`src/verilog/sdcd_defines.svh`:
```
// Purpose: constants of the command decode and byte mask block
// Assumes: strobes active low, sampled on rising CLOCK
// Notes: strobe codes are {ras_n, cas_n, we_n}
`ifndef SDCD_DEFINES_SVH
`define SDCD_DEFINES_SVH
`define SDCD_CODE_ACT 3'h3
`define SDCD_CODE_PRE 3'h2
`define SDCD_CODE_WR 3'h4
`define SDCD_CODE_RD 3'h5
`define SDCD_CODE_MRS 3'h0
`define SDCD_CODE_REF 3'h1
`define SDCD_CODE_BST 3'h6
`define SDCD_CODE_NOP 3'h7
`define SDCD_AP_BIT 10
`define SDCD_BANK_BIT 11
`define SDCD_COL_LSB 0
`define SDCD_COL_MSB 7
`define SDCD_MASK_LAT 2
`define SDCD_BURST_FULL 4'h0
`endif

```
`src/verilog/sdcd_pkg.sv`:
```
// Purpose: types of the command decode and byte mask block
// Assumes: nothing beyond the header
// Notes: none
`default_nettype none
package sdcd_pkg;
	typedef enum logic [3:0] {
		CMD_DESEL, CMD_NOP, CMD_ROW_OPEN, CMD_BANK_CLOSE, CMD_ALL_CLOSE, CMD_WRITE,
		CMD_READ, CMD_MODE_SET, CMD_TIMED_REFRESH, CMD_SELF_ENTRY, CMD_BURST_STOP
	} sdcd_cmd_t;
	typedef enum logic [1:0] {PWR_RUN, PWR_SUSPEND, PWR_DOWN, PWR_SELF} sdcd_pwr_t;
endpackage
`default_nettype wire

```
`src/verilog/sdcd_fifo.sv`:
```
// Purpose: small first-in first-out buffer for accepted write words
// Assumes: single clock, synchronous active-high reset
// Notes: full and empty are exact; push while full is refused by ready
`default_nettype none
module sdcd_fifo #(
	parameter int WIDTH = 16,
	parameter int DEPTH = 8
) (
	input wire logic clk,
	input wire logic rst,
	input wire logic in_valid,
	output logic in_ready,
	input wire logic [WIDTH-1:0] in_data,
	output logic out_valid,
	input wire logic out_ready,
	output logic [WIDTH-1:0] out_data
);
	localparam int AW = $clog2(DEPTH);
	logic [WIDTH-1:0] mem [DEPTH];
	logic [AW-1:0] wr_q, rd_q;
	logic [AW:0] cnt_q;
	logic push, pop;
	assign in_ready = (cnt_q != (AW+1)'(DEPTH));
	assign out_valid = (cnt_q != '0);
	assign push = in_valid && in_ready;
	assign pop = out_valid && out_ready;
	assign out_data = mem[rd_q];
	always_ff @(posedge clk) begin
		if (push) begin
			mem[wr_q] <= in_data;
		end
	end
	always_ff @(posedge clk) begin
		if (rst) begin
			wr_q <= '0;
			rd_q <= '0;
			cnt_q <= '0;
		end else begin
			if (push) begin
				wr_q <= (wr_q == AW'(DEPTH-1)) ? '0 : wr_q + 1'b1;
			end
			if (pop) begin
				rd_q <= (rd_q == AW'(DEPTH-1)) ? '0 : rd_q + 1'b1;
			end
			cnt_q <= cnt_q + (AW+1)'(push) - (AW+1)'(pop);
		end
	end
	a_fifo_no_over: assert property (@(posedge clk) disable iff (rst)
		cnt_q <= (AW+1)'(DEPTH)) else $error("fifo count over depth");
endmodule // sdcd_fifo

```
`src/verilog/sdcd_mask_pipe.sv`:
```
// Purpose: read-side byte mask delay line
// Assumes: mask sampled each edge, no state kept beyond the delay
// Notes: each lane delayed independently
`default_nettype none
`include "sdcd_defines.svh"
module sdcd_mask_pipe #(
	parameter int LAT = `SDCD_MASK_LAT
) (
	input wire logic clk,
	input wire logic rst,
	input wire logic [1:0] mask_in,
	output logic [1:0] mask_out
);
	logic [1:0] pipe_q [LAT];
	always_ff @(posedge clk) begin
		if (rst) begin
			for (int i = 0; i < LAT; i++) begin
				pipe_q[i] <= 2'h0;
			end
		end else begin
			pipe_q[0] <= mask_in;
			for (int i = 1; i < LAT; i++) begin
				pipe_q[i] <= pipe_q[i-1];
			end
		end
	end
	assign mask_out = pipe_q[LAT-1];
	a_mask_two_late: assert property (@(posedge clk) disable iff (rst)
		##2 (mask_out == $past(mask_in, 2))) else $error("read mask delay wrong");
endmodule // sdcd_mask_pipe

```
`src/verilog/sdcd_top.sv`:
```
// Purpose: command decoder, power-mode tracker and byte masking of a two-bank SDRAM
// Assumes: all inputs synchronous to CLOCK; burst length given as a plain input
// Notes: memory array is outside; write words leave through a FIFO
`default_nettype none
`include "sdcd_defines.svh"
module sdcd_top
	import sdcd_pkg::*;
#(
	parameter int FIFO_DEPTH = 8
) (
	// clock and reset
	input wire logic CLOCK,
	input wire logic RESET,
	// command strobes
	input wire logic CS_N,
	input wire logic RAS_N,
	input wire logic CAS_N,
	input wire logic WE_N,
	input wire logic CKE,
	input wire logic [11:0] ADDR,
	input wire logic [3:0] BURST_LEN,
	// byte masks
	input wire logic LOW_BYTE_MASK,
	input wire logic HIGH_BYTE_MASK,
	// data pins
	input wire logic [15:0] DQ_IN,
	output logic [15:0] DQ_OUT,
	output logic [1:0] DQ_OE,
	// memory array side
	input wire logic [15:0] RD_DATA,
	output logic WR_VALID,
	input wire logic WR_READY,
	output logic [15:0] WR_DATA,
	output logic [1:0] WR_LANES,
	output logic [7:0] COLUMN,
	// status
	output logic [3:0] LAST_CMD,
	output logic [1:0] BANK_ACTIVE,
	output logic [1:0] POWER_MODE,
	output logic BURST_ACTIVE,
	output logic BURST_WRITE,
	output logic AUTO_CLOSE,
	output logic MODE_SET_PULSE,
	output logic REFRESH_PULSE,
	output logic FIFO_STALL
);
	sdcd_cmd_t cmd_d, cmd_q;
	sdcd_pwr_t pwr_q;
	logic cke_q;
	logic [1:0] bank_act_q;
	logic burst_q, burst_wr_q, auto_q, burst_bank_q;
	logic [3:0] left_q;
	logic [7:0] col_q;
	logic [15:0] dq_out_q;
	logic [1:0] oe_q;
	logic [1:0] rd_mask;
	logic cmd_ok, frozen, idle_nop, bank;
	logic fifo_ready;
	logic [17:0] fifo_out;

	function automatic sdcd_cmd_t decode(input logic cs_n, input logic [2:0] code,
		input logic cke_now, input logic a10);
		sdcd_cmd_t c;
		c = CMD_NOP;
		if (cs_n) begin
			c = CMD_DESEL;
		end else begin
			case (code)
				`SDCD_CODE_ACT: c = CMD_ROW_OPEN;
				`SDCD_CODE_PRE: c = a10 ? CMD_ALL_CLOSE : CMD_BANK_CLOSE;
				`SDCD_CODE_WR: c = CMD_WRITE;
				`SDCD_CODE_RD: c = CMD_READ;
				`SDCD_CODE_MRS: c = CMD_MODE_SET;
				`SDCD_CODE_REF: c = cke_now ? CMD_TIMED_REFRESH : CMD_SELF_ENTRY;
				`SDCD_CODE_BST: c = CMD_BURST_STOP;
				default: c = CMD_NOP;
			endcase
		end
		return c;
	endfunction

	// inputs are used only at the edge, so decode directly from the pins
	assign idle_nop = CS_N || ({RAS_N, CAS_N, WE_N} == `SDCD_CODE_NOP);
	assign bank = ADDR[`SDCD_BANK_BIT];
	assign cmd_ok = cke_q && (pwr_q == PWR_RUN);
	assign frozen = (pwr_q != PWR_RUN);
	always_comb begin
		cmd_d = cmd_ok ? decode(CS_N, {RAS_N, CAS_N, WE_N}, CKE, ADDR[`SDCD_AP_BIT]) : CMD_DESEL;
		// mode set and both refresh kinds need every bank idle, else they act as no-op
		if ((cmd_d == CMD_MODE_SET || cmd_d == CMD_TIMED_REFRESH || cmd_d == CMD_SELF_ENTRY)
			&& bank_act_q != 2'h0) begin
			cmd_d = CMD_NOP;
		end
	end

	always_ff @(posedge CLOCK) begin
		if (RESET) begin
			cke_q <= 1'b0;
			cmd_q <= CMD_DESEL;
		end else begin
			cke_q <= CKE;
			cmd_q <= cmd_d;
		end
	end

	// power mode tracking
	always_ff @(posedge CLOCK) begin
		if (RESET) begin
			pwr_q <= PWR_RUN;
		end else begin
			case (pwr_q)
				PWR_RUN: begin
					if (cmd_d == CMD_SELF_ENTRY && bank_act_q == 2'h0) begin
						pwr_q <= PWR_SELF;
					end else if (cke_q && !CKE) begin
						if (bank_act_q != 2'h0 || burst_q) begin
							pwr_q <= PWR_SUSPEND;
						end else if (idle_nop) begin
							pwr_q <= PWR_DOWN;
						end
					end
				end
				PWR_SUSPEND: begin
					if (!cke_q && CKE) begin
						pwr_q <= PWR_RUN;
					end
				end
				PWR_DOWN: begin
					if (!cke_q && CKE && idle_nop) begin
						pwr_q <= PWR_RUN;
					end
				end
				PWR_SELF: begin
					if (!cke_q && CKE && idle_nop) begin
						pwr_q <= PWR_RUN;
					end
				end
				default: pwr_q <= PWR_RUN;
			endcase
		end
	end

	// bank states
	always_ff @(posedge CLOCK) begin
		if (RESET) begin
			bank_act_q <= 2'h0;
		end else begin
			case (cmd_d)
				CMD_ROW_OPEN: begin
					if (!bank_act_q[bank]) begin
						bank_act_q[bank] <= 1'b1;
					end
				end
				CMD_BANK_CLOSE: bank_act_q[bank] <= 1'b0;
				CMD_ALL_CLOSE: bank_act_q <= 2'h0;
				default: begin
					if (burst_q && auto_q && !frozen && left_q == 4'h1) begin
						bank_act_q[burst_bank_q] <= 1'b0;
					end
				end
			endcase
		end
	end

	// burst tracking; full page runs until stopped
	always_ff @(posedge CLOCK) begin
		if (RESET) begin
			burst_q <= 1'b0;
			burst_wr_q <= 1'b0;
			auto_q <= 1'b0;
			burst_bank_q <= 1'b0;
			left_q <= 4'h0;
			col_q <= 8'h00;
		end else if ((cmd_d == CMD_READ || cmd_d == CMD_WRITE) && bank_act_q[bank]) begin
			// the command edge carries the first word, so a burst of one ends here
			burst_q <= (BURST_LEN != 4'h1);
			burst_wr_q <= (cmd_d == CMD_WRITE);
			auto_q <= ADDR[`SDCD_AP_BIT] && (BURST_LEN != `SDCD_BURST_FULL);
			burst_bank_q <= bank;
			left_q <= (BURST_LEN == `SDCD_BURST_FULL) ? `SDCD_BURST_FULL : BURST_LEN - 4'h1;
			col_q <= ADDR[`SDCD_COL_MSB:`SDCD_COL_LSB];
		end else if (cmd_d == CMD_BURST_STOP || cmd_d == CMD_BANK_CLOSE
			|| cmd_d == CMD_ALL_CLOSE) begin
			burst_q <= 1'b0;
			auto_q <= 1'b0;
		end else if (burst_q && !frozen && !(cke_q && !CKE)) begin
			col_q <= col_q + 8'h01;
			if (left_q == 4'h1) begin
				burst_q <= 1'b0;
				auto_q <= 1'b0;
			end
			if (left_q != `SDCD_BURST_FULL) begin
				left_q <= left_q - 4'h1;
			end
		end
	end

	// read data path, output frozen in suspend
	always_ff @(posedge CLOCK) begin
		if (RESET) begin
			dq_out_q <= 16'h0000;
			oe_q <= 2'h0;
		end else if (!frozen) begin
			dq_out_q <= RD_DATA;
			oe_q[1] <= burst_q && !burst_wr_q && !rd_mask[1] && !HIGH_BYTE_MASK;
			oe_q[0] <= burst_q && !burst_wr_q && !rd_mask[0] && !LOW_BYTE_MASK;
		end
	end

	sdcd_mask_pipe u_mask (
		.clk(CLOCK),
		.rst(RESET),
		.mask_in({HIGH_BYTE_MASK, LOW_BYTE_MASK}),
		.mask_out(rd_mask)
	);

	// write path; lanes with mask high are dropped
	logic wr_push;
	assign wr_push = !frozen && ((cmd_d == CMD_WRITE && bank_act_q[bank])
		|| (burst_q && burst_wr_q && cmd_d != CMD_BURST_STOP && cmd_d != CMD_READ));
	sdcd_fifo #(.WIDTH(18), .DEPTH(FIFO_DEPTH)) u_fifo (
		.clk(CLOCK),
		.rst(RESET),
		.in_valid(wr_push),
		.in_ready(fifo_ready),
		.in_data({!HIGH_BYTE_MASK, !LOW_BYTE_MASK, DQ_IN}),
		.out_valid(WR_VALID),
		.out_ready(WR_READY),
		.out_data(fifo_out)
	);
	assign WR_DATA = fifo_out[15:0];
	assign WR_LANES = fifo_out[17:16];
	// a full buffer loses the word; the flag lets the controller back off
	assign FIFO_STALL = !fifo_ready;

	assign DQ_OUT = dq_out_q;
	assign DQ_OE = oe_q;
	assign COLUMN = col_q;
	assign LAST_CMD = cmd_q;
	assign BANK_ACTIVE = bank_act_q;
	assign POWER_MODE = pwr_q;
	assign BURST_ACTIVE = burst_q;
	assign BURST_WRITE = burst_wr_q;
	assign AUTO_CLOSE = auto_q;
	assign MODE_SET_PULSE = (cmd_q == CMD_MODE_SET);
	assign REFRESH_PULSE = (cmd_q == CMD_TIMED_REFRESH);

	a_deselect_ignored: assert property (@(posedge CLOCK) disable iff (RESET)
		CS_N |=> (cmd_q == CMD_DESEL)) else $error("deselect decoded as command");
	a_cke_gate: assert property (@(posedge CLOCK) disable iff (RESET)
		!cke_q |=> (cmd_q == CMD_DESEL)) else $error("command without prior enable");
	a_suspend_entry: assert property (@(posedge CLOCK) disable iff (RESET)
		(pwr_q == PWR_RUN && cke_q && !CKE && bank_act_q != 2'h0 && cmd_d != CMD_SELF_ENTRY)
		|=> (pwr_q == PWR_SUSPEND)) else $error("suspend not entered");
	a_suspend_exit: assert property (@(posedge CLOCK) disable iff (RESET)
		(pwr_q == PWR_SUSPEND && !cke_q && CKE) |=> (pwr_q == PWR_RUN))
		else $error("suspend not left");
	a_down_exit: assert property (@(posedge CLOCK) disable iff (RESET)
		(pwr_q == PWR_DOWN && !cke_q && CKE && idle_nop) |=> (pwr_q == PWR_RUN))
		else $error("power down not left");
	a_no_down_burst: assert property (@(posedge CLOCK) disable iff (RESET)
		(pwr_q == PWR_RUN && burst_q && cke_q && !CKE) |=> (pwr_q != PWR_DOWN))
		else $error("power down during burst");
	a_stop_ends: assert property (@(posedge CLOCK) disable iff (RESET)
		(cmd_d == CMD_BURST_STOP) |=> !burst_q) else $error("burst stop ignored");
	a_all_close: assert property (@(posedge CLOCK) disable iff (RESET)
		(cmd_d == CMD_ALL_CLOSE) |=> (bank_act_q == 2'h0)) else $error("banks not closed");
	a_mask_lane: assert property (@(posedge CLOCK) disable iff (RESET)
		(!frozen && HIGH_BYTE_MASK) |=> !oe_q[1]) else $error("masked lane driven");
	a_undef_nop: assert property (@(posedge CLOCK) disable iff (RESET)
		(cmd_d == CMD_NOP && !(burst_q && auto_q && !frozen && left_q == 4'h1))
		|=> $stable(bank_act_q)) else $error("no-op changed banks");
endmodule // sdcd_top
`default_nettype wire

```
`config.mk`:
```
export PLATFORM = sky130hd
export DESIGN_NAME = sdcd_top
export DESIGN_NICKNAME = d
export VERILOG_FILES = /design/src/verilog/sdcd_pkg.sv /design/src/verilog/sdcd_fifo.sv /design/src/verilog/sdcd_mask_pipe.sv /design/src/verilog/sdcd_top.sv
export VERILOG_INCLUDE_DIRS = /design/src /design/src/verilog
export SDC_FILE = /design/constraint.sdc
export NUM_CORES = 1
export LEC_CHECK = 0
export ABC_AREA = 1
export BUFFER_PORTS_ARGS = -buffer_cell sky130_fd_sc_hd__buf_4
export CAP_MARGIN = 20
export CORE_AREA = 5 5 133 199
export CTS_BUF_LIST = sky130_fd_sc_hd__clkbuf_8
export DETAILED_ROUTE_END_ITERATION = 10
export DIE_AREA = 0 0 138 204
export PLACE_DENSITY = 0.56
export REMOVE_ABC_BUFFERS = 1
export SLEW_MARGIN = 20
export SYNTH_ARGS = -nofsm -noshare
export SYNTH_HDL_FRONTEND = slang
export SYNTH_HIERARCHICAL = 1
export SYNTH_SLANG_ARGS = --single-unit
```
`constraint.sdc`:
```
create_clock -name CLOCK -period 4.6 [get_ports CLOCK]
set_clock_uncertainty 0.15 [all_clocks]
set_input_delay 0.46 -clock CLOCK [delete_from_list [all_inputs] [get_ports CLOCK]]
set_output_delay 0.46 -clock CLOCK [all_outputs]
set_load 0.05 [all_outputs]
```
==> flow_summary.ini <==
[status]
status = finished, final reports clean

[synthesis]
synth_top_area_cell = edfxtp_1
avgSynthCellArea_sq_um = 8.74
yosysMostFrequentCell = nand2_1
synth_top_area_share_pct = 44.8
yosys-top-cells-count = nand2_1, inv_1, edfxtp_1
syn_inst = 1104
yosys_most_used_dff = edfxtp_1
ys_seq_area_share_pct = 57.3
synth-edff-count = 144
ys_types = 40
synth-warning-count = 6
syn_area_sq_um = 9650
async_flop_share_pct = 0
ys_top_cells_by_area = edfxtp_1, nand2_1, dfxtp_1
ys_ff_latch = 204

[timing]
rsz0062_at_grt = false
drv_slew = 0
slew-limit-headroom_pct = 41.4
fmax_mhz = 290
worst_slack_ps = 1150
worst_slew_pin_slew_ps = 878
hold_viol_final = 0
setup_viol = 0
final.setup.tns_ps = 0
fin_crit_ps = 3450
post-route-period-util_pct = 75.0

[finish]
design_area_sq_um = 11400
syn2layout_area_growth_pct = 18.5
nNetsFinal = 1302
utilization_pct = 46.3
antenna_cells_inserted = 0
layout-drive-gt1-share_pct = 17.0
fillers = 2527

[placed_design]
dp_hpwl_um = 14600
dpl-instance-area_sq_um = 10800
io_buffers = 114
pre_cts_slack_ps = 1020
place_congestion = 0.778

[pwr]
power.total_mw = 5.32
peakVddDrop_mv = 0.249
p_leak_nw = 5.36
power_density_nw_per_um2 = 465

[critical_path]
required_ps = 4650
critPathCaptureType = flip-flop
crit_fanout = 26
critPathLaunchType = flip-flop
path_class = flip-flop to flip-flop
worstPathArrival_ps = 3500

[floorplanning]
core_area_sq_um = 24700
dieArea_sq_um = 28200
chipHeight_um = 204
fp-row-count = 71
ioPinCount = 117
initial_utilization_pct = 39.1
die_w_um = 138

[route]
postRouteAntennaNets = 0
via_per_inst = 4.54
drtPass1Iterations = 4
drc = 0
finalWirelength_um = 22100
drt-initial-drc-count = 311
wl_per_cell_um = 14.0
num_vias = 7162

[grt]
grt_remaining_overflow = 0
grt_pass1_wl_um = 35600
grt_pass1_vias = 7188
track_usage_pct = 15.6
grt_max_degree = 73
antenna_found_initial = 0

[clocking]
cts_tree = done
cts.repair.resized = 0
h-tree-depth = 2
numClockSinks = 204
cts_buffer_depth = 3
numCtsBuffers = 34
clk_pin_slew_ps = 60
clock-root-buffer = clkbuf_8
clock_latency_ps = 500

[run]
drv_cap = 0

[worst_hold_path]
hold_path.class = input port to flip-flop
==> critical path, cell delays in order, from the launching register on <==
cell,delay [ps]
dfxtp_1,390
inv_2,110
nand2_4,190
nor2_4,200
nand2_1,110
nor2_4,160
o2111ai_2,170
nor2_1,160
a41oi_1,70
nor2_1,220
nand2_2,240
nor3_2,640
buf_4,340
==> cell usage in the layout, fill, tap and decap left out, drive strengths merged, types with 5 or more instances in the layout <==
master and n:
nor2 111, inv 215, nand3 99, clkbuf 37, ha 14, xor2 5
buf 126, o21ai 38, nand2 334, nand4 5, edfxtp 144, dfxtp 60
clkinv 7, a21oi 22, nor3 10
==> cell families (layout without fill, tap and decap cells) <==
| kind of cell | after synthesis | count (layout) | synth area share, % |
|---|---|---|---|
| buffers and inverters | 246 | 390 | 10.9 |
| adders and majority gates | 15 | 15 | 2.02 |
| and+or+nand+nor | 564 | 564 | 25.2 |
| DFF | 204 | 204 | 57.3 |
| AOI/OAI and AO/OA | 66 | 66 | 3.77 |
| xor gates and xnor gates | 9 | 9 | 0.817 |
==> flip-flops by register name (all words and copies together) (netlist names), 4 cells and up, named ones only <==
signal,count
u_fifo/mem,144
DQ_OUT,16
left_q,4
u_fifo/cnt_q,4
u_mask/pipe_q,4
COLUMN,8
LAST_CMD,4
==> stage by stage <==
stage | cells | hold slack, ps
global route | 1576 | 12.3
finish | 1576 | 34.7
global placement | 1520 | 244
detailed placement | 1520 | 251
CTS | 1576 | 0.905
floorplan | 1066 | 238
==> what timing repair did <==
action / CTS / global route
buffers inserted: 0 / 0
endpoints found under the hold margin: 1 / 0
hold buffers: 1 / 0
==> cell type report <==
type	instances	area, sq um	share of cell area (%)
sequential	204	5530	48.3
multi-input combinational	654	3110	27.2
inverter	208	791	6.91
tap	328	410	3.59
timing repair buffer	127	956	8.36
clock inverter	18	131	1.15
clock buffer	37	509	4.45
==> layer usage <==
metal / track usage (%) / part of all wire, % / vias up
li1: - / - / 3703
met1: 17.1 / 40 / 3287
met2: 30.2 / 53 / 143
met3: 2.86 / 4.4 / 29
met4: 4.91 / 1.9 / 0
met5: 0 / 0 / -
==> final timing paths <==
kind | end | slack, ps | cells after the start | from
hold / removal | u_mask/pipe_q[0][1] | 30 | 3 | HIGH_BYTE_MASK
setup reg to reg | u_fifo/mem[1][10] | 1150 | 12 | POWER_MODE[1]
setup / recovery | u_fifo/mem[1][10] | 1150 | 12 | POWER_MODE[1]
hold reg to reg | u_mask/pipe_q[0][2] | 260 | 2 | u_mask/pipe_q[0][0]
==> power by group <==
part / switching, mW / leakage (nW) / internal, mW
combinational: 1.18 / 3.22 / 0.491
sequential: 0.0826 / 1.79 / 2.03
clock: 0.695 / 0.350 / 0.849
total: 1.95 / 5.36 / 3.37
(Power assumes the default switching activity.)
